### src/include/hhp_pkg.sv
// Shared constants, types and helpers for the serial controller host port.
package hhp_pkg;

  localparam int unsigned ADDR_W      = 7;
  localparam int unsigned DATA_W      = 8;
  localparam int unsigned NUM_CHAN    = 2;
  localparam int unsigned TX_CNT_W    = 16;
  localparam int unsigned BLK_W       = 6;

  // Block sizes in bytes.
  localparam logic [5:0]  TX_BLK_BYTES = 6'h20;
  localparam logic [5:0]  RX_BLK_32    = 6'h20;
  localparam logic [5:0]  RX_BLK_16    = 6'h10;
  localparam logic [5:0]  RX_BLK_8     = 6'h08;
  localparam logic [5:0]  RX_BLK_4     = 6'h04;

  // Register indices of the two interrupt status registers.
  localparam logic [6:0]  IRQ_STAT_ADDR     = 7'h20;
  localparam logic [6:0]  EXT_IRQ_STAT_ADDR = 7'h24;

  // Channel index of each acknowledge.
  localparam int unsigned CHAN_A = 0;
  localparam int unsigned CHAN_B = 1;

  typedef enum logic [1:0] {
    HHP_IDLE  = 2'h0,
    HHP_BURST = 2'h1
  } hhp_dma_e;

  // Control pins in the order they enter the synchroniser.
  typedef struct packed {
    logic       bus_style_strap;
    logic       ale_strobe_style;
    logic       cs_n;
    logic       read_strobe_control;
    logic       write_or_rw;
    logic [1:0] dma_ack_n;
  } hhp_pins_s;

  localparam int unsigned PIN_W = $bits(hhp_pins_s) + ADDR_W + DATA_W;

  function automatic logic [5:0] hhp_rx_blk_bytes(input logic [1:0] code);
    logic [5:0] n;
    n = RX_BLK_32;
    case (code)
      2'h0: n = RX_BLK_32;
      2'h1: n = RX_BLK_16;
      2'h2: n = RX_BLK_8;
      default: n = RX_BLK_4;
    endcase
    return n;
  endfunction

endpackage

### src/core/hhp_dma_chan.sv
// Block DMA request generation for one channel, receive and transmit.
`timescale 1ns/100ps
`default_nettype none
module hhp_dma_chan
  import hhp_pkg::*;
#(
  parameter int unsigned CNT_W = TX_CNT_W
) (
  // Clock and reset
  input  wire logic             ref_clk,
  input  wire logic             srst,
  // Receive side
  input  wire logic             rx_blk_go,
  input  wire logic [1:0]       rx_blk_code,
  input  wire logic             rx_pop,
  output logic                  rx_req,
  // Transmit side
  input  wire logic             tx_room,
  input  wire logic             tx_cnt_load,
  input  wire logic [CNT_W-1:0] tx_cnt_value,
  input  wire logic             tx_push,
  output logic                  tx_req,
  output logic [CNT_W-1:0]      tx_left
);

  if (CNT_W < BLK_W) begin : g_bad_cnt
    $error("CNT_W must hold at least one full block");
  end

  hhp_dma_e         rx_st_ff;
  hhp_dma_e         tx_st_ff;
  logic [5:0]       rx_left_ff;
  logic [5:0]       tx_blk_ff;
  logic [CNT_W-1:0] tx_total_ff;

  ////////////////////////////////////////////////////////////////////////////
  // Receive block: the request stands until the block's last byte is read.
  always_ff @(posedge ref_clk) begin
    if (srst) begin
      rx_st_ff   <= HHP_IDLE;
      rx_left_ff <= 6'h00;
    end else begin
      case (rx_st_ff)
        HHP_IDLE: begin
          if (rx_blk_go) begin
            rx_st_ff   <= HHP_BURST;
            rx_left_ff <= hhp_rx_blk_bytes(rx_blk_code);
          end
        end
        HHP_BURST: begin
          if (rx_pop) begin
            rx_left_ff <= rx_left_ff - 6'h01;
            if (rx_left_ff == 6'h01) begin
              rx_st_ff <= HHP_IDLE;
            end
          end
        end
        default: rx_st_ff <= HHP_IDLE;
      endcase
    end
  end

  assign rx_req = (rx_st_ff == HHP_BURST);

  ////////////////////////////////////////////////////////////////////////////
  // Transmit byte count, counted down by every accepted push.
  always_ff @(posedge ref_clk) begin
    if (srst) begin
      tx_total_ff <= '0;
    end else if (tx_cnt_load) begin
      tx_total_ff <= tx_cnt_value;
    end else if (tx_push && tx_st_ff == HHP_BURST && tx_total_ff != '0) begin
      tx_total_ff <= tx_total_ff - CNT_W'(1);
    end
  end

  // Blocks of full size, then one remainder block, then silence.
  always_ff @(posedge ref_clk) begin
    if (srst) begin
      tx_st_ff  <= HHP_IDLE;
      tx_blk_ff <= 6'h00;
    end else begin
      case (tx_st_ff)
        HHP_IDLE: begin
          if (tx_room && tx_total_ff != '0 && !tx_cnt_load) begin
            tx_st_ff <= HHP_BURST;
            if (tx_total_ff > CNT_W'(TX_BLK_BYTES)) begin
              tx_blk_ff <= TX_BLK_BYTES;
            end else begin
              tx_blk_ff <= tx_total_ff[5:0];
            end
          end
        end
        HHP_BURST: begin
          if (tx_push) begin
            tx_blk_ff <= tx_blk_ff - 6'h01;
            if (tx_blk_ff == 6'h01) begin
              tx_st_ff <= HHP_IDLE;
            end
          end
        end
        default: tx_st_ff <= HHP_IDLE;
      endcase
    end
  end

  assign tx_req  = (tx_st_ff == HHP_BURST);
  assign tx_left = tx_total_ff;

  ////////////////////////////////////////////////////////////////////////////
  a_rx_last_drop: assert property (@(posedge ref_clk) disable iff (srst)
    rx_req && rx_pop && rx_left_ff == 6'h01 |=> !rx_req)
    else $error("receive request not dropped after last read");

  a_rx_block_len: assert property (@(posedge ref_clk) disable iff (srst)
    !rx_req && rx_blk_go |=> rx_req && rx_left_ff == hhp_rx_blk_bytes($past(rx_blk_code)))
    else $error("receive block not started with its size");

  a_tx_block_max: assert property (@(posedge ref_clk) disable iff (srst)
    tx_req |-> tx_blk_ff <= TX_BLK_BYTES && tx_blk_ff != 6'h00
      && CNT_W'(tx_blk_ff) <= tx_total_ff)
    else $error("transmit block exceeds size or remaining count");

  a_tx_count_stop: assert property (@(posedge ref_clk) disable iff (srst)
    tx_left == '0 && !tx_req && !tx_cnt_load |=> !tx_req)
    else $error("transmit request after byte count reached");

endmodule
`default_nettype wire

### src/core/hhp_port.sv
// Processor and DMA port of a dual-channel serial link controller.
`timescale 1ns/100ps
`default_nettype none
module hhp_port
  import hhp_pkg::*;
#(
  parameter int unsigned CNT_W = TX_CNT_W
) (
  // Clock and reset
  input  wire logic                              ref_clk,
  input  wire logic                              srst,
  // Host bus pins
  input  wire logic                              bus_style_strap,
  input  wire logic                              ale_strobe_style,
  input  wire logic                              cs_n,
  input  wire logic                              read_strobe_control,
  input  wire logic                              write_or_rw,
  input  wire logic [ADDR_W-1:0]                 register_address_inputs,
  input  wire logic [DATA_W-1:0]                 data_in,
  output logic [DATA_W-1:0]                      data_out,
  output logic                                   data_oe,
  // Interrupt pin, open drain
  output logic                                   irq_out,
  output logic                                   irq_oe,
  // DMA pins
  input  wire logic                              dma_ack_chan_a_n,
  input  wire logic                              dma_ack_chan_b_n,
  output logic                                   rx_dma_request_a,
  output logic                                   rx_dma_request_b,
  output logic                                   tx_dma_request_a,
  output logic                                   tx_dma_request_b,
  // Internal register access
  output logic [ADDR_W-1:0]                      reg_addr,
  output logic [DATA_W-1:0]                      wr_data,
  output logic                                   reg_wr,
  output logic                                   reg_rd,
  input  wire logic [DATA_W-1:0]                 reg_rdata,
  // Interrupt causes
  input  wire logic                              irq_event_std,
  input  wire logic                              irq_event_ext,
  // FIFO side, one entry per channel
  input  wire logic [NUM_CHAN-1:0][DATA_W-1:0]   rx_top_data,
  output logic [NUM_CHAN-1:0]                    rx_pop,
  output logic [NUM_CHAN-1:0]                    tx_push,
  input  wire logic [NUM_CHAN-1:0]               rx_blk_go,
  input  wire logic [NUM_CHAN-1:0][1:0]          rx_blk_code,
  input  wire logic [NUM_CHAN-1:0]               tx_room,
  input  wire logic [NUM_CHAN-1:0]               tx_cnt_load,
  input  wire logic [CNT_W-1:0]                  tx_cnt_value,
  output logic [NUM_CHAN-1:0][CNT_W-1:0]         tx_left
);

  if (CNT_W < BLK_W || NUM_CHAN != 2) begin : g_bad_param
    $error("unsupported parameter value");
  end

  ////////////////////////////////////////////////////////////////////////////
  // Pin synchroniser. A bit changes once stages two and three agree, which
  // rejects single-sample glitches at the cost of one extra cycle of delay.
  logic [PIN_W-1:0] raw_pins;
  logic [PIN_W-1:0] sync1_ff;
  logic [PIN_W-1:0] sync2_ff;
  logic [PIN_W-1:0] sync3_ff;
  logic [PIN_W-1:0] flt_ff;
  hhp_pins_s        pins;
  logic [ADDR_W-1:0] pin_addr;
  logic [DATA_W-1:0] pin_data;

  assign raw_pins = {bus_style_strap, ale_strobe_style, cs_n,
                     read_strobe_control, write_or_rw,
                     dma_ack_chan_b_n, dma_ack_chan_a_n,
                     register_address_inputs, data_in};

  // Reset preloads every stage with the pin levels, so the straps and the
  // idle strobe levels are settled after one reset cycle and no false edge
  // follows the release.
  always_ff @(posedge ref_clk) begin
    if (srst) begin
      sync1_ff <= raw_pins;
      sync2_ff <= raw_pins;
      sync3_ff <= raw_pins;
      flt_ff   <= raw_pins;
    end else begin
      sync1_ff <= raw_pins;
      sync2_ff <= sync1_ff;
      sync3_ff <= sync2_ff;
      flt_ff   <= (sync2_ff & sync3_ff) | (flt_ff & (sync2_ff | sync3_ff));
    end
  end

  assign {pins, pin_addr, pin_data} = flt_ff;

  ////////////////////////////////////////////////////////////////////////////
  // Strap capture. The strap is taken while reset is held; it needs two
  // reset cycles, one to preload the synchroniser and one to capture.
  logic bus_style_ff;

  always_ff @(posedge ref_clk) begin
    if (srst) begin
      bus_style_ff <= pins.bus_style_strap;
    end
  end

  ////////////////////////////////////////////////////////////////////////////
  // Strobe decode and target selection.
  logic              sep_mode;
  logic              mot_act;
  logic              rd_act;
  logic              wr_act;
  logic              dma_a;
  logic              dma_b;
  logic              dma_any;
  logic              sel_reg;
  logic [ADDR_W-1:0] addr_lat_ff;
  logic [ADDR_W-1:0] eff_addr;
  logic              rd_prev_ff;
  logic              wr_prev_ff;
  logic              rd_start;
  logic              wr_end;

  assign sep_mode = !bus_style_ff;
  assign mot_act  = pins.ale_strobe_style ? !pins.read_strobe_control
                                          : pins.read_strobe_control;
  assign rd_act   = sep_mode ? !pins.read_strobe_control
                             : (mot_act && pins.write_or_rw);
  assign wr_act   = sep_mode ? !pins.write_or_rw
                             : (mot_act && !pins.write_or_rw);
  assign dma_a    = !pins.dma_ack_n[CHAN_A];
  assign dma_b    = !pins.dma_ack_n[CHAN_B] && !dma_a;
  assign dma_any  = dma_a || dma_b;
  assign sel_reg  = !pins.cs_n && !dma_any;
  assign rd_start = rd_act && !rd_prev_ff;
  assign wr_end   = !wr_act && wr_prev_ff;

  // Address latch is transparent while the latch strobe is high.
  always_ff @(posedge ref_clk) begin
    if (srst) begin
      addr_lat_ff <= '0;
    end else if (sep_mode && pins.ale_strobe_style) begin
      addr_lat_ff <= pin_addr;
    end
  end

  assign eff_addr = (sep_mode && !pins.ale_strobe_style) ? addr_lat_ff
                                                         : pin_addr;

  always_ff @(posedge ref_clk) begin
    if (srst) begin
      rd_prev_ff <= 1'b0;
      wr_prev_ff <= 1'b0;
    end else begin
      rd_prev_ff <= rd_act;
      wr_prev_ff <= wr_act;
    end
  end

  ////////////////////////////////////////////////////////////////////////////
  // Write path: data and target are tracked during the strobe and acted on
  // at its trailing edge, where the host guarantees valid data.
  logic [DATA_W-1:0] wr_hold_ff;
  logic [ADDR_W-1:0] wr_addr_ff;
  logic [2:0]        wr_tgt_ff;
  logic [ADDR_W-1:0] reg_addr_ff;
  logic [DATA_W-1:0] wr_data_ff;
  logic              reg_wr_ff;
  logic              reg_rd_ff;
  logic [1:0]        rx_pop_ff;
  logic [1:0]        tx_push_ff;

  always_ff @(posedge ref_clk) begin
    if (srst) begin
      wr_hold_ff <= '0;
      wr_addr_ff <= '0;
      wr_tgt_ff  <= 3'h0;
    end else if (wr_act) begin
      wr_hold_ff <= pin_data;
      wr_addr_ff <= eff_addr;
      wr_tgt_ff  <= {dma_b, dma_a, sel_reg};
    end
  end

  always_ff @(posedge ref_clk) begin
    if (srst) begin
      reg_wr_ff  <= 1'b0;
      tx_push_ff <= 2'h0;
      wr_data_ff <= '0;
    end else begin
      reg_wr_ff  <= wr_end && wr_tgt_ff[0];
      tx_push_ff <= wr_end ? wr_tgt_ff[2:1] : 2'h0;
      if (wr_end) begin
        wr_data_ff <= wr_hold_ff;
      end
    end
  end

  ////////////////////////////////////////////////////////////////////////////
  // Read path: register data arrives one cycle after the read pulse; FIFO
  // data is taken at the leading edge together with the pop.
  logic              rd_busy_ff;
  logic [DATA_W-1:0] data_out_ff;

  always_ff @(posedge ref_clk) begin
    if (srst) begin
      reg_rd_ff <= 1'b0;
      rx_pop_ff <= 2'h0;
    end else begin
      reg_rd_ff <= rd_start && sel_reg;
      rx_pop_ff <= rd_start ? {dma_b, dma_a} : 2'h0;
    end
  end

  always_ff @(posedge ref_clk) begin
    if (srst) begin
      reg_addr_ff <= '0;
    end else if ((rd_start && sel_reg) || (wr_end && wr_tgt_ff[0])) begin
      reg_addr_ff <= rd_start ? eff_addr : wr_addr_ff;
    end
  end

  always_ff @(posedge ref_clk) begin
    if (srst) begin
      rd_busy_ff  <= 1'b0;
      data_out_ff <= '0;
    end else begin
      if (rd_start) begin
        rd_busy_ff <= sel_reg || dma_any;
      end else if (!rd_act) begin
        rd_busy_ff <= 1'b0;
      end
      if (rd_start && dma_any) begin
        data_out_ff <= rx_top_data[dma_b ? CHAN_B : CHAN_A];
      end else if (reg_rd_ff) begin
        data_out_ff <= reg_rdata;
      end
    end
  end

  assign data_out = data_out_ff;
  assign data_oe  = rd_busy_ff && rd_act;
  assign reg_addr = reg_addr_ff;
  assign wr_data  = wr_data_ff;
  assign reg_wr   = reg_wr_ff;
  assign reg_rd   = reg_rd_ff;
  assign rx_pop   = rx_pop_ff;
  assign tx_push  = tx_push_ff;

  ////////////////////////////////////////////////////////////////////////////
  // Interrupt: each cause is held until its status register is read; a new
  // event in the read cycle wins so that it is never lost.
  logic pend_std_ff;
  logic pend_ext_ff;
  logic rd_std;
  logic rd_ext;

  assign rd_std = reg_rd_ff && reg_addr_ff == IRQ_STAT_ADDR;
  assign rd_ext = reg_rd_ff && reg_addr_ff == EXT_IRQ_STAT_ADDR;

  always_ff @(posedge ref_clk) begin
    if (srst) begin
      pend_std_ff <= 1'b0;
      pend_ext_ff <= 1'b0;
    end else begin
      pend_std_ff <= irq_event_std || (pend_std_ff && !rd_std);
      pend_ext_ff <= irq_event_ext || (pend_ext_ff && !rd_ext);
    end
  end

  assign irq_out = 1'b0;
  assign irq_oe  = pend_std_ff || pend_ext_ff;

  ////////////////////////////////////////////////////////////////////////////
  // DMA request engines, one per channel.
  logic [NUM_CHAN-1:0] rx_req;
  logic [NUM_CHAN-1:0] tx_req;

  for (genvar ch = 0; ch < NUM_CHAN; ch++) begin : g_chan
    hhp_dma_chan #(
      .CNT_W (CNT_W)
    ) u_chan (
      .ref_clk      (ref_clk),
      .srst         (srst),
      .rx_blk_go    (rx_blk_go[ch]),
      .rx_blk_code  (rx_blk_code[ch]),
      .rx_pop       (rx_pop_ff[ch]),
      .rx_req       (rx_req[ch]),
      .tx_room      (tx_room[ch]),
      .tx_cnt_load  (tx_cnt_load[ch]),
      .tx_cnt_value (tx_cnt_value),
      .tx_push      (tx_push_ff[ch]),
      .tx_req       (tx_req[ch]),
      .tx_left      (tx_left[ch])
    );
  end

  assign rx_dma_request_a = rx_req[CHAN_A];
  assign rx_dma_request_b = rx_req[CHAN_B];
  assign tx_dma_request_a = tx_req[CHAN_A];
  assign tx_dma_request_b = tx_req[CHAN_B];

  ////////////////////////////////////////////////////////////////////////////
  a_strap_fixed: assert property (@(posedge ref_clk) disable iff (srst)
    $stable(bus_style_ff))
    else $error("bus style changed outside reset");

  a_reg_read: assert property (@(posedge ref_clk) disable iff (srst)
    rd_start && sel_reg |=> reg_rd && reg_addr == $past(eff_addr)
      ##1 data_out == $past(reg_rdata))
    else $error("register read not issued or data not returned");

  a_reg_write: assert property (@(posedge ref_clk) disable iff (srst)
    wr_act && sel_reg ##1 !wr_act |=> reg_wr && wr_data == $past(wr_hold_ff))
    else $error("register write not issued at strobe end");

  a_dma_no_reg: assert property (@(posedge ref_clk) disable iff (srst)
    rd_start && dma_any |=> !reg_rd && rx_pop != 2'h0)
    else $error("acknowledged read touched register space");

  a_dma_push: assert property (@(posedge ref_clk) disable iff (srst)
    wr_act && dma_a ##1 !wr_act |=> tx_push[CHAN_A] && !reg_wr)
    else $error("acknowledged write did not push");

  a_addr_latch: assert property (@(posedge ref_clk) disable iff (srst)
    sep_mode && pins.ale_strobe_style ##1 !pins.ale_strobe_style
      |-> eff_addr == $past(pin_addr))
    else $error("address not held at latch falling edge");

  a_irq_held: assert property (@(posedge ref_clk) disable iff (srst)
    pend_std_ff && !rd_std |=> irq_oe)
    else $error("interrupt released before status read");

  a_irq_drive: assert property (@(posedge ref_clk) disable iff (srst)
    irq_event_ext |=> irq_oe && !irq_out)
    else $error("interrupt pin not pulled low after event");

endmodule
`default_nettype wire

### config.mk
export PLATFORM = sky130hd
export DESIGN_NAME = hhp_port
export DESIGN_NICKNAME = d
export VERILOG_FILES = /design/src/include/hhp_pkg.sv /design/src/core/hhp_dma_chan.sv /design/src/core/hhp_port.sv
export SDC_FILE = /design/constraint.sdc
export NUM_CORES = 1
export LEC_CHECK = 0
export ABC_CLOCK_PERIOD_IN_PS = 3000
export BUFFER_PORTS_ARGS = -buffer_cell sky130_fd_sc_hd__buf_2
export CORE_ASPECT_RATIO = 1.4
export CORE_MARGIN = 3
export CORE_UTILIZATION = 40
export CTS_BUF_LIST = sky130_fd_sc_hd__clkbuf_8
export CTS_CLUSTER_DIAMETER = 60
export DETAILED_ROUTE_END_ITERATION = 8
export GPL_TIMING_DRIVEN = 0
export PLACE_DENSITY_LB_ADDON = 0.2
export SETUP_SLACK_MARGIN = 0.4
export SYNTH_ARGS = -nofsm -noshare
export SYNTH_HDL_FRONTEND = slang
export SYNTH_SLANG_ARGS = --single-unit
### constraint.sdc
create_clock -name ref_clk -period 3 [get_ports ref_clk]
set_input_delay 0.45 -clock ref_clk [delete_from_list [all_inputs] [get_ports ref_clk]]
set_output_delay 0.45 -clock ref_clk [all_outputs]
set_load 0.05 [all_outputs]
# Yosys cells after proc, flatten, opt, wreduce, memory -nomap -nowiden
# Cells that the tools add are included.
dict set report totals {
  ff_bits 212
  inputBits 76
  output_inout_bits 68
  elab_cells 193
}
dict set report op_classes {
  addsub 6
  magnitude_cmp 3
  n_eq_ne 27
  mux 51
  n_bitwise 6
  reduce_logical 69
}
# op n
set ops {}
lappend ops {{22-bit two-way mux} 3}
lappend ops {{16-bit two-way mux} 4}
lappend ops {{6-bit two-way mux} 10}
lappend ops {{6-bit case mux with 2 select lines} 4}
lappend ops {{22-bit bitwise AND} 2}
lappend ops {{22-bit bitwise OR} 2}
lappend ops {{6-bit case mux with 3 select lines} 2}
lappend ops {{16-bit by 6-bit > comparator with 1-bit output (second input constant)} 2}
lappend ops {{8-bit two-way mux} 4}
lappend ops {{16-bit nonzero test} 2}
lappend ops {{16-bit by 1-bit subtractor with 16-bit output (second input constant)} 2}
lappend ops {{6-bit by 1-bit equality test with 1-bit output (second input constant)} 4}
lappend ops {{1-bit logical AND} 24}
lappend ops {{2-bit two-way mux} 12}
lappend ops {{3-bit AND reduction} 8}
lappend ops {{6-bit by 1-bit subtractor with 6-bit output (second input constant)} 4}
lappend ops {{2-bit by 1-bit != test with 1-bit output (second input constant)} 11}
lappend ops {{2-bit case mux with 2 select lines} 4}
lappend ops {{7-bit by 6-bit equality test with 1-bit output (second input constant)} 2}
lappend ops {{1-bit logical NOT} 14}
lappend ops {{7-bit two-way mux} 2}
lappend ops {{2-bit nonzero test} 7}
lappend ops {{2-bit by 1-bit equality test with 1-bit output (second input constant)} 6}
lappend ops {{2-bit logical NOT} 6}
lappend ops {{other kinds (7)} 21}

# Longest topological paths before layout
# Gate-level depths: netlist (run 1).
dict set report depth {
  word_depth 8
  ltp_mapped 8
  mapped_depth_nobuf 7
}

# Cells and area by module
# From an unflattened synthesis (run 1), not the netlist that was laid out.
dict set report hier_totals {
  hier_cells 1026
  area_unflattened_um2 9038.7
}
# module n_inst cells_per_inst area_each_um2 seq_area_each_um2
set by_module_without_submodules {}
lappend by_module_without_submodules {hhp_port 1 546 5139.9 2972.9}
lappend by_module_without_submodules {hhp_dma_chan 2 240 1949.4 600.6}

# Least setup slack after synthesis (run 1)
# OpenSTA, ideal clock, no wires.
dict set report synth_path {
  kind {register -> register}
  startpoint {register g_chan[1].u_chan.tx_total_ff[0]}
  endpoint {register g_chan[1].u_chan.tx_blk_ff[0]}
  setup_ps 119
  t_arrival_ps 2205
  required_time_ps 2881
  path_slack_ps 676
  path_stages_with_launch 8
  path_cell_list {dfxtp_1 -> inv_1 -> ha_1 -> or4b_4 -> nor3_4 -> a21oi_2 -> nand2b_4 -> o221a_1}
}
dict set report synth_between {
  elab_chain_cells 5
  word_cells_on_any_way 9
}
# item line
set synth_lines {}
lappend synth_lines {{start, declared} hhp_dma_chan.sv:34} ;# logic [CNT_W-1:0] tx_total_ff;
lappend synth_lines {{start signal, assigned} hhp_dma_chan.sv:71} ;# tx_total_ff <= tx_cnt_value;
lappend synth_lines {{start signal, assigned} hhp_dma_chan.sv:73} ;# tx_total_ff <= tx_total_ff - CNT_W'(1);
lappend synth_lines {{branches (longest 5 deep; another with 16-bit by 6-bit > comparator with 1-bit output)} -}
lappend synth_lines {{end signal, assigned} hhp_dma_chan.sv:90} ;# tx_blk_ff <= tx_total_ff[5:0];
lappend synth_lines {{end signal, assigned} hhp_dma_chan.sv:96} ;# tx_blk_ff <= tx_blk_ff - 6'h01;
lappend synth_lines {{end, declared} hhp_dma_chan.sv:33} ;# logic [5:0] tx_blk_ff;
# Several ways; the timed one is not identified. The select of a mux whose other input is x is not followed.
# A chain may end at the register's enable or synchronous reset.

# Final worst setup path (run 1)
dict set report layout_path {
  startpoint {register g_chan[1].u_chan.tx_total_ff[0]}
  endpoint {register g_chan[1].u_chan.tx_blk_ff[1]}
}
# The elaborated chain is that of the path after synthesis.

==> results.txt, run 1 <==
- Final Worst Setup Slack: 0.617 ns
- Period Utilization, post-route: about four fifths
- P&R area growth vs syn: 20.4%
- Pin count of the biggest net entering global routing: 11
* Wire length of the first global-routing pass: 37.5 mm
- Register-to-register path setup slack: 0.62 ns
- Total CTS buffers: 35
- Weighted congestion reported at the end of routability-driven placement: 0.902
* Final count of negative-setup-slack endpoints: 0
* Highest clock frequency the design can meet: 0.420 GHz
- Half-perimeter wire length after detailed placement: ~17 mm
- Of all flip-flops after synthesis, the portion carrying an async set or reset was 0%.
- Layout Skew: 0.0122 ns
- The first detailed-routing pass ran for 5 iterations.
* Top cell type's share of synthesized area: a little under half
- Worst setup timing slack at the placement stage: 0.644 ns
* DRC Markers: 0
- Post-DR vias/cell: 5.12
- Excluding fillers, the count of instances in the completed layout stands at 1502.
- Combined global-route utilization of all metal layers: 19.0%
- The number of hold buffers added after CTS was 0.
- The worst register-to-register path has a depth of 7.
* ANT cells: 0
- The path with the worst hold slack has its endpoint at sync1_ff[3]$_DFF_P_.
- Net Count, Synth: 1094
* Library cell with the largest summed area after synthesis: sky130_fd_sc_hd__dfxtp_1
- The flow ran to the end, and the final reports show no timing, DRC or antenna violations.
- #FFs+latches synth: 208
- CTS sink cnt: about 210
* Startpoint types: register
* Worst Hold Launch: data_in[3]
* Worst setup path class: reg -> reg
- Largest cells by area after synthesis: sky130_fd_sc_hd__dfxtp_1 (47%), sky130_fd_sc_hd__a21oi_1 (4.6%), sky130_fd_sc_hd__a211oi_1 (4.1%)
* Number of synthesized flops with an enable pin: 1
- The count of final max-slew check failures was 0.
- Clock-pin slew was measured on the worst setup and hold paths at 0.06 ns.
* Core box area: 21400 um2
- The die covers between 20000 and 25000 um2.
* Gates resized, CTS repair: 0
- Shortest period the worst path allows: 2.38 ns
* Fraction of final layout cells with drive strength greater than 1: 18.7%
- Startpoint of the lowest-slack register-to-register path: g_chan[1].u_chan.tx_left[0]$_SDFFE_PP0P_
- Crit path arrival time: between 2 and 3 ns
* Synth cell count leaders: sky130_fd_sc_hd__dfxtp_1 (207), sky130_fd_sc_hd__nand2_1 (93), sky130_fd_sc_hd__nor2_1 (89)
- For this run, the register share of the synthesized area comes to 47.6%.
- Vertical extent of the die: 181 um
* Worst-case vdd ir drop: 0.000306 V
* Number of nets still failing antenna checks after routing: 0
- For this run, the post-layout net count is 1273.
- At the later pin of the worst-skew pair, clock insertion delay measures 0.52 ns.
- The H-tree was split into 2 levels.
- The first routing iteration left 310 violations.
- Summed over all cells, the static leakage comes to 4.46 nW.
- Detailed routing inserted a total of 7683 vias.
* Final design area excluding fillers: 10600 um2
* Horiz. Die Dim: 131 um
* Most numerous cell in the Yosys netlist: sky130_fd_sc_hd__dfxtp_1
- Worst-case headroom to the max-slew limit: 47.5%
* Worst flop-to-flop path endpoint: g_chan[1].u_chan.tx_blk_ff[1]$_SDFFE_PP0P_
* Worst Hold Path Cells: 1
* Initial antenna violation count: 0
- Counting the fill cells in the layout gives 2143.
- Final core utilization: 49.4%
* RSZ-0062 raised after global routing: no
- Synthesis instantiated 72 different standard cells from the library.
- Routed len/inst: ~15 um
* Synthesized instance count: slightly above 1000
* Placed cells: about 1400
- In the synthesized netlist the dominant register cell turns out to be sky130_fd_sc_hd__dfxtp_1.
- Kind of end point of the critical path: register
* Cell area after technology mapping: 8770 um2
- Dividing total power by cell area gives a power density of 642 nW/um2.
* Post-CTS Setup Inserts: 0
* Wire length reported by the detailed router: 23.0 mm
- The clock passes through at most 3 buffers.
- Vias in the first global route: about 7500
* Actual transition at the worst max-transition pin: 0.787 ns
* Final count of hold timing violations: 0
- The total overflow left after global routing is 0.
* Required time worst endpoint: 3.40 ns
* Average size of a mapped cell: 8.70 um2
* I/O pin total: roughly 140
- The tightest min-delay check is of the in -> reg type.
- The count of buffers added on input and output ports is approximately 140.
* Post-place instance area: around 9800 um2
- TritonCTS clock tree: done
- Maximum capacitance violations: 0
* Cell row count: 63
* Buffer type at the clock tree root: sky130_fd_sc_hd__clkbuf_8
- For this run, the number of Yosys warnings is 0.
- Summed negative setup slack over all endpoints: 0 ns
- Crit Path Max Fanout: 8
* Initial Util: 41.0%
[critical path: stages, from the launching register on]
cell and delay, ns:
sky130_fd_sc_hd__dfxtp_1 0.36, sky130_fd_sc_hd__inv_1 0.10, sky130_fd_sc_hd__ha_1 0.25, sky130_fd_sc_hd__or4b_4 0.55
sky130_fd_sc_hd__nor3_4 0.37, sky130_fd_sc_hd__a21oi_2 0.19, sky130_fd_sc_hd__nand2b_4 0.20, sky130_fd_sc_hd__o221a_1 0.25
[power breakdown]
group          switching [W]  internal [W]
sequential          0.000175       0.00299
clock                0.00110       0.00144
combinational       0.000702      0.000371
[worst max path at each step]
stage / from / to / slack (ns)
2_1_floorplan: g_chan[1].u_chan.tx_left[0]$_SDFFE_PP0P_ / g_chan[1].u_chan.tx_blk_ff[0]$_SDFFE_PP0P_ / 0.68
3_3_place_gp: srst / g_chan[1].u_chan.tx_st_ff[0]$_SDFFE_PP0P_ / 0.64
3_5_place_dp: g_chan[1].u_chan.tx_left[1]$_SDFFE_PP0P_ / g_chan[1].u_chan.tx_blk_ff[1]$_SDFFE_PP0P_ / 0.64
4_1_cts: g_chan[1].u_chan.tx_left[1]$_SDFFE_PP0P_ / g_chan[1].u_chan.tx_blk_ff[1]$_SDFFE_PP0P_ / 0.62
5_1_grt: g_chan[1].u_chan.tx_left[1]$_SDFFE_PP0P_ / g_chan[1].u_chan.tx_blk_ff[1]$_SDFFE_PP0P_ / 0.49
6_report: g_chan[1].u_chan.tx_left[0]$_SDFFE_PP0P_ / g_chan[1].u_chan.tx_blk_ff[1]$_SDFFE_PP0P_ / 0.62
[placed cells by master, fill, tap and decap left out, types with 4 or more instances in the layout]
| cell type | n |
|---|---|
| sky130_fd_sc_hd__nand3_1 | 19 |
| sky130_fd_sc_hd__or2_2 | 7 |
| sky130_fd_sc_hd__buf_4 | 6 |
| sky130_fd_sc_hd__or3_1 | 5 |
| sky130_fd_sc_hd__nor3_1 | 28 |
| sky130_fd_sc_hd__nor2b_1 | 18 |
| sky130_fd_sc_hd__nand4_1 | 10 |
| sky130_fd_sc_hd__clkbuf_8 | 42 |
| sky130_fd_sc_hd__nor4_1 | 6 |
| sky130_fd_sc_hd__a211oi_1 | 48 |
| sky130_fd_sc_hd__nor2_1 | 89 |
| sky130_fd_sc_hd__dfxtp_1 | 207 |
| sky130_fd_sc_hd__a221oi_1 | 6 |
| sky130_fd_sc_hd__xnor2_1 | 14 |
| sky130_fd_sc_hd__o21a_1 | 4 |
| sky130_fd_sc_hd__and3_1 | 5 |
| sky130_fd_sc_hd__mux2i_1 | 24 |
| sky130_fd_sc_hd__nand2_1 | 93 |
| sky130_fd_sc_hd__inv_1 | 88 |
| sky130_fd_sc_hd__nand4b_1 | 6 |
| sky130_fd_sc_hd__o31ai_1 | 25 |
| sky130_fd_sc_hd__buf_2 | 146 |
| sky130_fd_sc_hd__and2_1 | 5 |
| sky130_fd_sc_hd__ha_1 | 10 |
| sky130_fd_sc_hd__xor2_1 | 22 |
| sky130_fd_sc_hd__a21o_1 | 4 |
| sky130_fd_sc_hd__a311oi_1 | 5 |
| sky130_fd_sc_hd__nor3b_1 | 4 |
| sky130_fd_sc_hd__clkbuf_1 | 42 |
| sky130_fd_sc_hd__o211ai_1 | 9 |
| sky130_fd_sc_hd__a21oi_1 | 81 |
| sky130_fd_sc_hd__o21ai_0 | 61 |
| sky130_fd_sc_hd__nor4b_1 | 4 |
[final cells by class]
cell class | instances | area [um2] | share of cell area [%]
Buffer | 55 | 235 | 2.23
Clock buffer | 42 | 578 | 5.48
Clock inverter | 18 | 133 | 1.26
Inverter | 78 | 293 | 2.77
Multi-Input combinational cell | 667 | 4070 | 38.5
Sequential cell | 208 | 4170 | 39.5
Tap cell | 292 | 365 | 3.46
Timing Repair Buffer | 142 | 711 | 6.73
[logic make-up (layout without fill, tap and decap cells)]
kind of cell               Yosys count  count (layout)  synth area share (%)
xor gates and xnor gates            36              36                  3.60
other                                1               1                0.0428
buffers and inverters              133             335                  6.02
AOI/OAI and AO/OA                  270             270                  19.6
and+or+nand+nor                    325             325                  18.8
muxes                               25              25                  2.87
DFF                                208             208                  47.6
adders and majority gates           10              10                  1.43
[metal layers]
| metal | track usage, % | routed length, um |
|---|---|---|
| met1 | 22.0 | 9530 |
| met4 | 7.52 | 694 |
| met3 | 3.73 | 1080 |
| met2 | 34.4 | 11700 |
| met5 | 0 | 0 |
[metrics by stage]
stage               hold WS (ns)  power, W
floorplan                  0.409   0.00397
global placement           0.418   0.00427
detailed placement         0.425   0.00430
CTS                       0.0134   0.00687
global route              0.0220   0.00713
finish                    0.0508   0.00677
[flip-flops by register name, indices dropped and copies added (netlist names), 8 cells and up]
name and count:
wr_hold_ff 8, sync3_ff 22, sync2_ff 22, g_chan.u_chan.tx_blk_ff 12, wr_data 8, g_chan.u_chan.rx_left_ff 12
flt_ff 22, g_chan.u_chan.tx_left 32, sync1_ff 22, data_out 8
(Power assumes the default switching activity.)
==> run 2: changes to the inputs <==
- ABC_CLOCK_PERIOD_IN_PS: 3000 -> 2180
- clock period: 3 -> 2.18 ns (I/O delays scaled with it)
==> run 2 against run 1 <==
Effect of this change: register-to-register slack worse by 0.41 ns; non-clock buffer count is 58 higher; flip-flop and latch count stayed put; maximum frequency increased by 21%; clock power grew 40%; total power up 42%; largest power group unchanged; highest routed layer unchanged.
==> results.txt, run 2 (synthesis gave the netlist of run 1 again) <==
- Outcome: complete, no violations (unchanged).
- The worst-case vdd ir drop was 0.000481 V (was 0.000306 V).
* Initial Util: 41.0% (unchanged)
* Switching component of the power: 0.00286 W (was 0.00197 W)
- Vias in the first global route: 7775 (was 7501)
- Max-slew violation count: 0 (unchanged)
- The number of I/O pins came to 144 (unchanged).
* Combined global-route utilization of all metal layers: 19.2% (was 19.0%)
* Startpoint types: register (unchanged)
- The count of unresolved DRC violations after routing was 0 (unchanged).
- The H-tree depth is 2 (unchanged).
- Total CTS buffers: 35 (unchanged)
- Reg power frac: 45.3% (was 46.7%)
- Number of iterations in the first detailed-routing pass: 5 (unchanged)
- The DRC violation total after the first TritonRoute iteration came to 277 (was 310).
- The internal power component is 0.00679 W (was 0.00480 W).
- CTS max path bufs: 3 (unchanged)
* Worst min path class: in -> reg (unchanged)
- Number of buffers and inverters on the critical path: 2 (was 1)
- Half-perimeter wire length after detailed placement: 17.1 mm (about the same)
- Total Power: 0.00965 W (was 0.00677 W)
- Vertical extent of the die: 181 um (unchanged)
* Crit path arrival time: 2.38 ns (was 2.79 ns)
* Cell row count: 63 (unchanged)
- Grt total ovfl: 0 (unchanged)
* Clock group share of total power: 36.9% (was 37.5%)
- The highest attainable clock frequency came to 0.506 GHz (was 0.420 GHz).
- The per-cell routed wire length is 15.2 um (was 15.3 um).
* Leading cell types in the layout, fill and taps excluded: sky130_fd_sc_hd__dfxtp_1 (186), sky130_fd_sc_hd__buf_2 (143), sky130_fd_sc_hd__nand2_1 (92) (was sky130_fd_sc_hd__dfxtp_1 (207), sky130_fd_sc_hd__buf_2 (146), sky130_fd_sc_hd__nand2_1 (93))
- The flip-flop count of the largest register after layout is 32 (unchanged).
- The signed area change from the synthesized netlist to the final layout is 31.1% (was 20.4%).
* Worst setup path class: reg -> reg (unchanged)
- The remaining number of nets flagged by the antenna check after routing came to 0 (unchanged).
* Cell leakage power: 4.87 nW (was 4.46 nW)
* Final count of negative-setup-slack endpoints: 0 (unchanged)
- CP max-delay cell: sky130_fd_sc_hd__or4b_4 (unchanged)
* Final count of hold timing violations: 0 (unchanged)
* Actual transition at the worst max-transition pin: 0.807 ns (was 0.787 ns)
- Cell Chain, Critical Path: inv_4, ha_4, or4b_4, nor3_4, buf_6, a21oi_4, a211o_1, and3_1 (was inv_1, ha_1, or4b_4, nor3_4, a21oi_2, nand2b_4, o221a_1)
- The die extent in x is 131 um (unchanged).
- The detailed-route via count came to 7963 (was 7683).
- The top cell family by delay on the critical path is simple AND/OR/NAND/NOR gates (unchanged).
- The TritonCTS sink count was 208 (unchanged).
- The peak per-stage delay on the critical path was 0.52 ns (was 0.55 ns).
- The minimum clock period came to 1.98 ns (was 2.38 ns).
- Kind of end point of the critical path: register (unchanged)
- Core box area: 21400 um2 (unchanged)
- The share of total power consumed by net switching is 29.6% (was 29.1%).
* Buffer type at the clock tree root: sky130_fd_sc_hd__clkbuf_8 (unchanged)
* Summed negative setup slack over all endpoints: 0 ns (unchanged)
* Part of the total power dissipated in combinational logic: 17.8% (was 15.8%)
* Post-DR vias/cell: 5.09 (was 5.12)
* Crit Path Max Fanout: 6 (was 8)
- Maximum capacitance violations: 0 (unchanged)
- CP Launch Point: g_chan[1].u_chan.tx_left[0]$_SDFFE_PP0P_ (unchanged)
- The number of buffers added on ports is 142 (unchanged).
* Weighted congestion reported at the end of routability-driven placement: 0.928 (was 0.902)
* Worst-case headroom to the max-slew limit: 46.2% (was 47.5%)
- RSZ-0062 raised after global routing: yes (was no).
- Leading cell type in the layout, fill and taps excluded: sky130_fd_sc_hd__dfxtp_1 (unchanged)
- Period Utilization, post-route: 90.7% (was 79.4%)
- The worst setup skew after layout came to 0.0174 ns (was 0.0122 ns).
- Required time worst endpoint: 2.59 ns (was 3.40 ns)
* NumNets Final: 1331 (was 1273)
* Wire length of the first global-routing pass: 38.4 mm (was 37.5 mm)
* Wire length reported by the detailed router: 23.8 mm (was 23.0 mm)
* Total power divided by cell area: 840 nW/um2 (was 642 nW/um2)
* Worst Hold Launch: irq_event_ext (was data_in[3])
- TritonCTS clock tree: done (unchanged)
* Fraction of final layout cells with drive strength greater than 1: 26.3% (was 18.7%)
- The initial antenna violation count is 1 (was 0).
- Pin count of the biggest net entering global routing: 11 (unchanged)
- Clock Pin Slew Worst Setup and Hold Paths: 0.06 ns (about the same)
* Die Outline Area: 23800 um2 (unchanged)
- The launch point of the worst reg-to-reg path was g_chan[1].u_chan.tx_left[0]$_SDFFE_PP0P_ (unchanged).
* Skew-Pair Late Insertion Delay: 0.51 ns (was 0.52 ns)
run 2: power groups by stage:
stage | Combinational, W | Sequential, W | Clock (W)
4_1_cts | 0.00160 | 0.00436 | 0.00366
6_report | 0.00172 | 0.00437 | 0.00356
5_1_grt | 0.00187 | 0.00441 | 0.00384
3_3_place_gp | 0.00147 | 0.00443 | 0
2_1_floorplan | 0.000848 | 0.00464 | 0
3_5_place_dp | 0.00149 | 0.00444 | 0
run 2: path summary, 6_finish.rpt:
check | slack (ns) | depth (start not counted) | to
setup / recovery | 0.20 | 8 | g_chan[1].u_chan.tx_left[2]$_SDFFE_PP0P_
hold / removal | 0.03 | 3 | pend_ext_ff$_SDFF_PP0_
setup reg to reg | 0.20 | 8 | g_chan[1].u_chan.tx_left[2]$_SDFFE_PP0P_
hold reg to reg | 0.42 | 2 | sync2_ff[18]$_DFF_P_
run 2: metal layers:
layer  vias to the layer above  GRT usage [%]  wire [um]
met5                         -              0          0
met1                      3722           21.1       9680
li1                       4009              -          -
met3                        46           3.84       1020
met2                       186           36.0      12500
met4                         0           7.90        631
run 2: area by class of cell:
class | instances | area (um2)
Buffer | 55 | 273
Sequential cell | 208 | 4220
Tap cell | 292 | 365
Clock buffer | 42 | 578
Timing Repair Buffer | 200 | 1240
Fill cell | 2034 | 9870
Multi-Input combinational cell | 667 | 4370
Antenna cell | 1 | 2.50
Clock inverter | 22 | 150
Inverter | 78 | 300
run 2: tightest hold or removal path, cell delays in order:
cell,delay [ns]
sky130_fd_sc_hd__buf_2,0.07
sky130_fd_sc_hd__a21oi_1,0.03
sky130_fd_sc_hd__nor2_1,0.07
run 2: repair_timing:
| item | 4_1_cts | 5_1_grt |
|---|---|---|
| setup endpoints to repair | 70 | 75 |
| gates resized for setup | 34 | 58 |
| buffers inserted | 17 | 18 |
| hold endpoints to repair | 22 | 0 |
| gates cloned | 0 | 1 |
| pin swaps | 28 | 27 |
| hold buffers | 22 | 0 |
run 2: per-stage QoR:
step | cells | hold slack [ns] | util [%] | worst slack, ns | area (um2)
after detailed placement | 1442 | 0.426 | 46.6 | 0.0198 | 9950
after global placement | 1442 | 0.418 | 46.6 | 0.0309 | 9950
after floorplan | 1008 | 0.355 | - | 0.149 | 8870
after global routing | 1565 | 0.00973 | 53.8 | 0.129 | 11500
after CTS | 1545 | 0.00724 | 52.3 | 0.185 | 11200
final | 1565 | 0.0261 | 53.8 | 0.204 | 11500
==> run 3: changes to the inputs <==
- CORE_MARGIN: 3 -> 10
- SYNTH_HIERARCHICAL: unset -> 1
==> run 3 against run 2 <==
Effect of this change: the flow now finishes with violations (negative setup slack); non-clock buffer count grew 24; die area up 22%; via count increased by 8.0%; register-to-register slack got worse by 0.26 ns; maximum frequency is 12% lower; clock-buffer cell count increased by 2; sequential share of layout area decreased by 2.6 points; synthesized area increased by 3.1%; clock power fell by 2%; first-iteration DRC count up 22%; setup slack got worse by 0.26 ns; critical endpoint is now g_chan[1].u_chan/tx_left[12]$_SDFFE_PP0P_; largest cell class unchanged.
==> results.txt, run 3 <==
* Initial Util: 40.4% (was 41.0%)
- The remaining number of nets flagged by the antenna check after routing was 0 (unchanged).
* Worst setup path class: reg -> reg (unchanged)
- The max-cap check violation count was 0 (unchanged).
* Kind of end point of the critical path: register (unchanged)
- The power per cell area was 796 nW/um2 (was 840 nW/um2).
- Max-slew violation count: 0 (unchanged)
- Core box area: 22400 um2 (was 21400 um2)
- #FFs+latches synth: 208 (unchanged)
- The leakage power summed over all cells came to 5.10 nW (was 4.87 nW).
- The fraction of the yosys area taken by sequential cells came to 46.2% (was 47.6%).
- The cell count after placement is 1469 (was 1442).
- The type of element launching the critical path is a register (unchanged).
- The CTS root buffer was sky130_fd_sc_hd__clkbuf_8 (unchanged).
* Leading cell types in the layout, fill and taps excluded: sky130_fd_sc_hd__dfxtp_1 (184), sky130_fd_sc_hd__buf_2 (143), sky130_fd_sc_hd__nor2_1 (97) (was sky130_fd_sc_hd__dfxtp_1 (186), sky130_fd_sc_hd__buf_2 (143), sky130_fd_sc_hd__nand2_1 (92))
* Synth cell count leaders: sky130_fd_sc_hd__dfxtp_1 (207), sky130_fd_sc_hd__nor2_1 (99), sky130_fd_sc_hd__nand2_1 (79) (was sky130_fd_sc_hd__dfxtp_1 (207), sky130_fd_sc_hd__nand2_1 (93), sky130_fd_sc_hd__nor2_1 (89))
- The share of post-route cells with drive strength above 1 was 32.1% (was 26.3%).
- The number of I/O pins came to 144 (unchanged).
- The TritonCTS sink count was 208 (unchanged).
- The pin count of the biggest net entering global routing came to 11 (unchanged).
- Highest clock frequency the design can meet: 0.447 GHz (was 0.506 GHz)
- CTS max path bufs: 3 (unchanged)
* CP max-delay cell: sky130_fd_sc_hd__or4b_4 (unchanged)
- Final count of hold timing violations: 0 (unchanged)
- The number of antenna repair diodes was 0 (was 1).
* Cell area after technology mapping: 9040 um2 (was 8770 um2)
- The number of instances in the synthesized netlist is 1026 (was 1008).
- Count of different cell masters after synthesis: 67 (was 72)
- Post-place instance area: 10200 um2 (was 9950 um2)
* Total Power: 0.00988 W (was 0.00965 W)
- Vertical extent of the die: 198 um (was 181 um)
* Combined global-route utilization of all metal layers: 17.7% (was 19.2%)
- Grt total ovfl: 0 (unchanged)
- The first-pass iteration count of the detailed router came to 4 (was 5).
- Final non-filler cell total: 1606 (was 1565)
- First-iteration detailed-routing DRC count: 339 (was 277)
* Leading cell type in the layout, fill and taps excluded: sky130_fd_sc_hd__dfxtp_1 (unchanged)
- The fraction of synthesized cell area taken by the top area cell type was 45.8% (was 47.3%).
* Area taken by flip-flops and latches: 4230 um2 (was 4220 um2)
- The weighted congestion reported at the end of routability-driven placement is 0.848 (was 0.928).
- Quantity of I/O buffers inserted on ports: 142 (unchanged)
- CTS H-Tree Depth: 2 (unchanged)
- Routed len/inst: 17.0 um (was 15.2 um)
- Library cell with the largest summed area after synthesis: sky130_fd_sc_hd__dfxtp_1 (unchanged)
* Filler cell count: 2034 (unchanged)
* Most used flip-flop cell after synthesis: sky130_fd_sc_hd__dfxtp_1 (unchanged)
- Register-to-register path setup slack: -0.06 ns (was 0.20 ns)
- Final count of negative-setup-slack endpoints: 3 (was 0)
- The net count of the mapped netlist was 1112 (was 1094).
* Worst min path class: in -> reg (unchanged)
- The peak per-stage delay on the critical path was 0.45 ns (was 0.52 ns).
- The final net count was 1369 (was 1331).
* Skew-Pair Late Insertion Delay: 0.53 ns (was 0.51 ns)
- Number of synthesized flops with an enable pin: 1 (unchanged)
- The signed area change from the synthesized netlist to the final layout came to 37.3% (was 31.1%).
- Average size of a mapped cell: 8.81 um2 (was 8.70 um2)
- The standard-cell row count came to 65 (was 63).
* Max FFs per register: 32 (unchanged)
- The remaining max-slew budget at the tightest pin came to 44.0% (was 46.2%).
* Area occupied by multi-input gates: 5020 um2 (was 4370 um2)
- The final cycle utilization of the critical path was 103% (was 90.7%).
- The average via count per standard cell came to 5.36 (was 5.09).
- The worst slack on hold paths is 0.0528 ns (was 0.0261 ns).
* Clock Pin Slew Worst Setup and Hold Paths: 0.06 ns (about the same)
* Total CTS buffers: 35 (unchanged)
- The data required time of the worst path came to 2.60 ns (was 2.59 ns).
- The minimum clock period is 2.24 ns (was 1.98 ns).
* Crit Path Max Fanout: 4 (was 6)
* Wire length reported by the detailed router: 27.2 mm (was 23.8 mm)
* TritonCTS clock tree: done (unchanged)
* Half-perimeter wire length after detailed placement: 18.8 mm (was 17.1 mm)
* Layout Skew: 0.0213 ns (was 0.0174 ns)
* Outcome: complete, but fails checks (was complete, no violations)
- DRC Markers: 0 (unchanged)
- Largest cells by area after synthesis: sky130_fd_sc_hd__dfxtp_1 (46%), sky130_fd_sc_hd__mux2i_1 (4.2%), sky130_fd_sc_hd__nor2_1 (4.1%) (was sky130_fd_sc_hd__dfxtp_1 (47%), sky130_fd_sc_hd__a21oi_1 (4.6%), sky130_fd_sc_hd__a211oi_1 (4.1%)).
* Final design area excluding fillers: 12400 um2 (was 11500 um2)
- RSZ-0062 raised after global routing: yes (unchanged).
* Final Worst Setup Slack: -0.0591 ns (was 0.204 ns)
* Actual transition at the worst max-transition pin: 0.840 ns (was 0.807 ns)
- The detailed-route via count was 8601 (was 7963).
* Crit path arrival time: 2.66 ns (was 2.38 ns)
* Violated checks: negative setup slack
* Horiz. Die Dim: 147 um (was 131 um)
* Worst-case vdd ir drop: 0.000578 V (was 0.000481 V)
- Wire length of the first global-routing pass: 42.6 mm (was 38.4 mm)
* Vias in the first global route: 8473 (was 7775)
* Cell Chain, Critical Path: inv_2, ha_4, or4b_4, buf_6, or3_4, or4_4, a311oi_2 (was inv_4, ha_4, or4b_4, nor3_4, buf_6, a21oi_4, a211o_1, and3_1)
- The number of warning messages in the yosys log came to 6 (was 0).
- The die area is 29100 um2 (was 23800 um2).
- Post-synthesis async set-or-reset flop share: 0% (unchanged)
* Most numerous cell in the Yosys netlist: sky130_fd_sc_hd__dfxtp_1 (unchanged)
* Initial antenna violation count: 0 (was 1)
[run 3: worst paths after layout]
| check | startpoint | to | cells past startpoint |
|---|---|---|---|
| setup / recovery | g_chan[1].u_chan/tx_left[0]$_SDFFE_PP0P_ | g_chan[1].u_chan/tx_left[12]$_SDFFE_PP0P_ | 7 |
| setup reg to reg | g_chan[1].u_chan/tx_left[0]$_SDFFE_PP0P_ | g_chan[1].u_chan/tx_left[12]$_SDFFE_PP0P_ | 7 |
| hold reg to reg | sync1_ff[10]$_DFF_P_ | sync2_ff[10]$_DFF_P_ | 2 |
| hold / removal | irq_event_std | pend_std_ff$_SDFF_PP0_ | 3 |
[run 3: cell type report]
cell class,count,share of cell area [%]
plain buffers,59,2.72
clock buffers,44,4.88
clock inverters,15,0.857
inverters,77,2.35
multi-input cells,682,40.5
flip-flops and latches,208,34.1
well taps,301,3.04
repair buffers,220,11.6
[run 3: through the flow]
step | util [%] | TNS (ns) | worst slack, ns
after CTS | 53.3 | -0.234 | -0.0759
after floorplan | - | -0.309 | -0.119
after detailed placement | 45.8 | -3.90 | -0.241
final | 55.5 | -0.172 | -0.0591
after global routing | 55.5 | -0.604 | -0.140
after global placement | 45.8 | -3.45 | -0.247
[run 3: kinds of logic (layout without fill, tap and decap cells)]
logic type                 after synthesis  count (layout)  share of synthesized area [%]
and+or+nand+nor                        322             322                           18.1
AOI/OAI and AO/OA                      301             301                           22.8
DFF                                    208             208                           46.2
buffers and inverters                  136             415                           6.34
muxes                                   38              38                           4.21
adders and majority gates               10              10                           1.38
xor gates and xnor gates                10              10                          0.969
other                                    1               1                         0.0415
[run 3: critical path: cells and delay by family, from the launching register on]
kind	cells	cell delay [ns]
AND/OR/NAND/NOR	3	1.22
AO/OA/AOI/OAI	1	0.26
adder cells (fa/ha/maj)	1	0.12
flip-flops	1	0.35
buffers and inverters	2	0.19
[run 3: what timing repair did]
item	CTS	global route
gates resized for setup	109	71
endpoints found under the setup margin	80	79
hold endpoints to repair	22	0
gates cloned	1	1
pin swaps	49	47
setup buffers	36	18
hold buffers	22	0
[run 3: where the power goes]
group	switching [W]	internal, W
Clock	0.00155	0.00195
Sequential	0.000257	0.00411
Combinational	0.00120	0.000811
Total	0.00301	0.00687
[run 3: routing by layer]
layer,up-vias,GRT usage (%),part of all wire [%],wire length [um]
met2,239,32.4,52,14200
met4,0,7.54,3.3,891
met1,4075,18.9,39,10500
met5,-,0,0,0
li1,4230,-,-,-
met3,57,4.07,6.2,1680
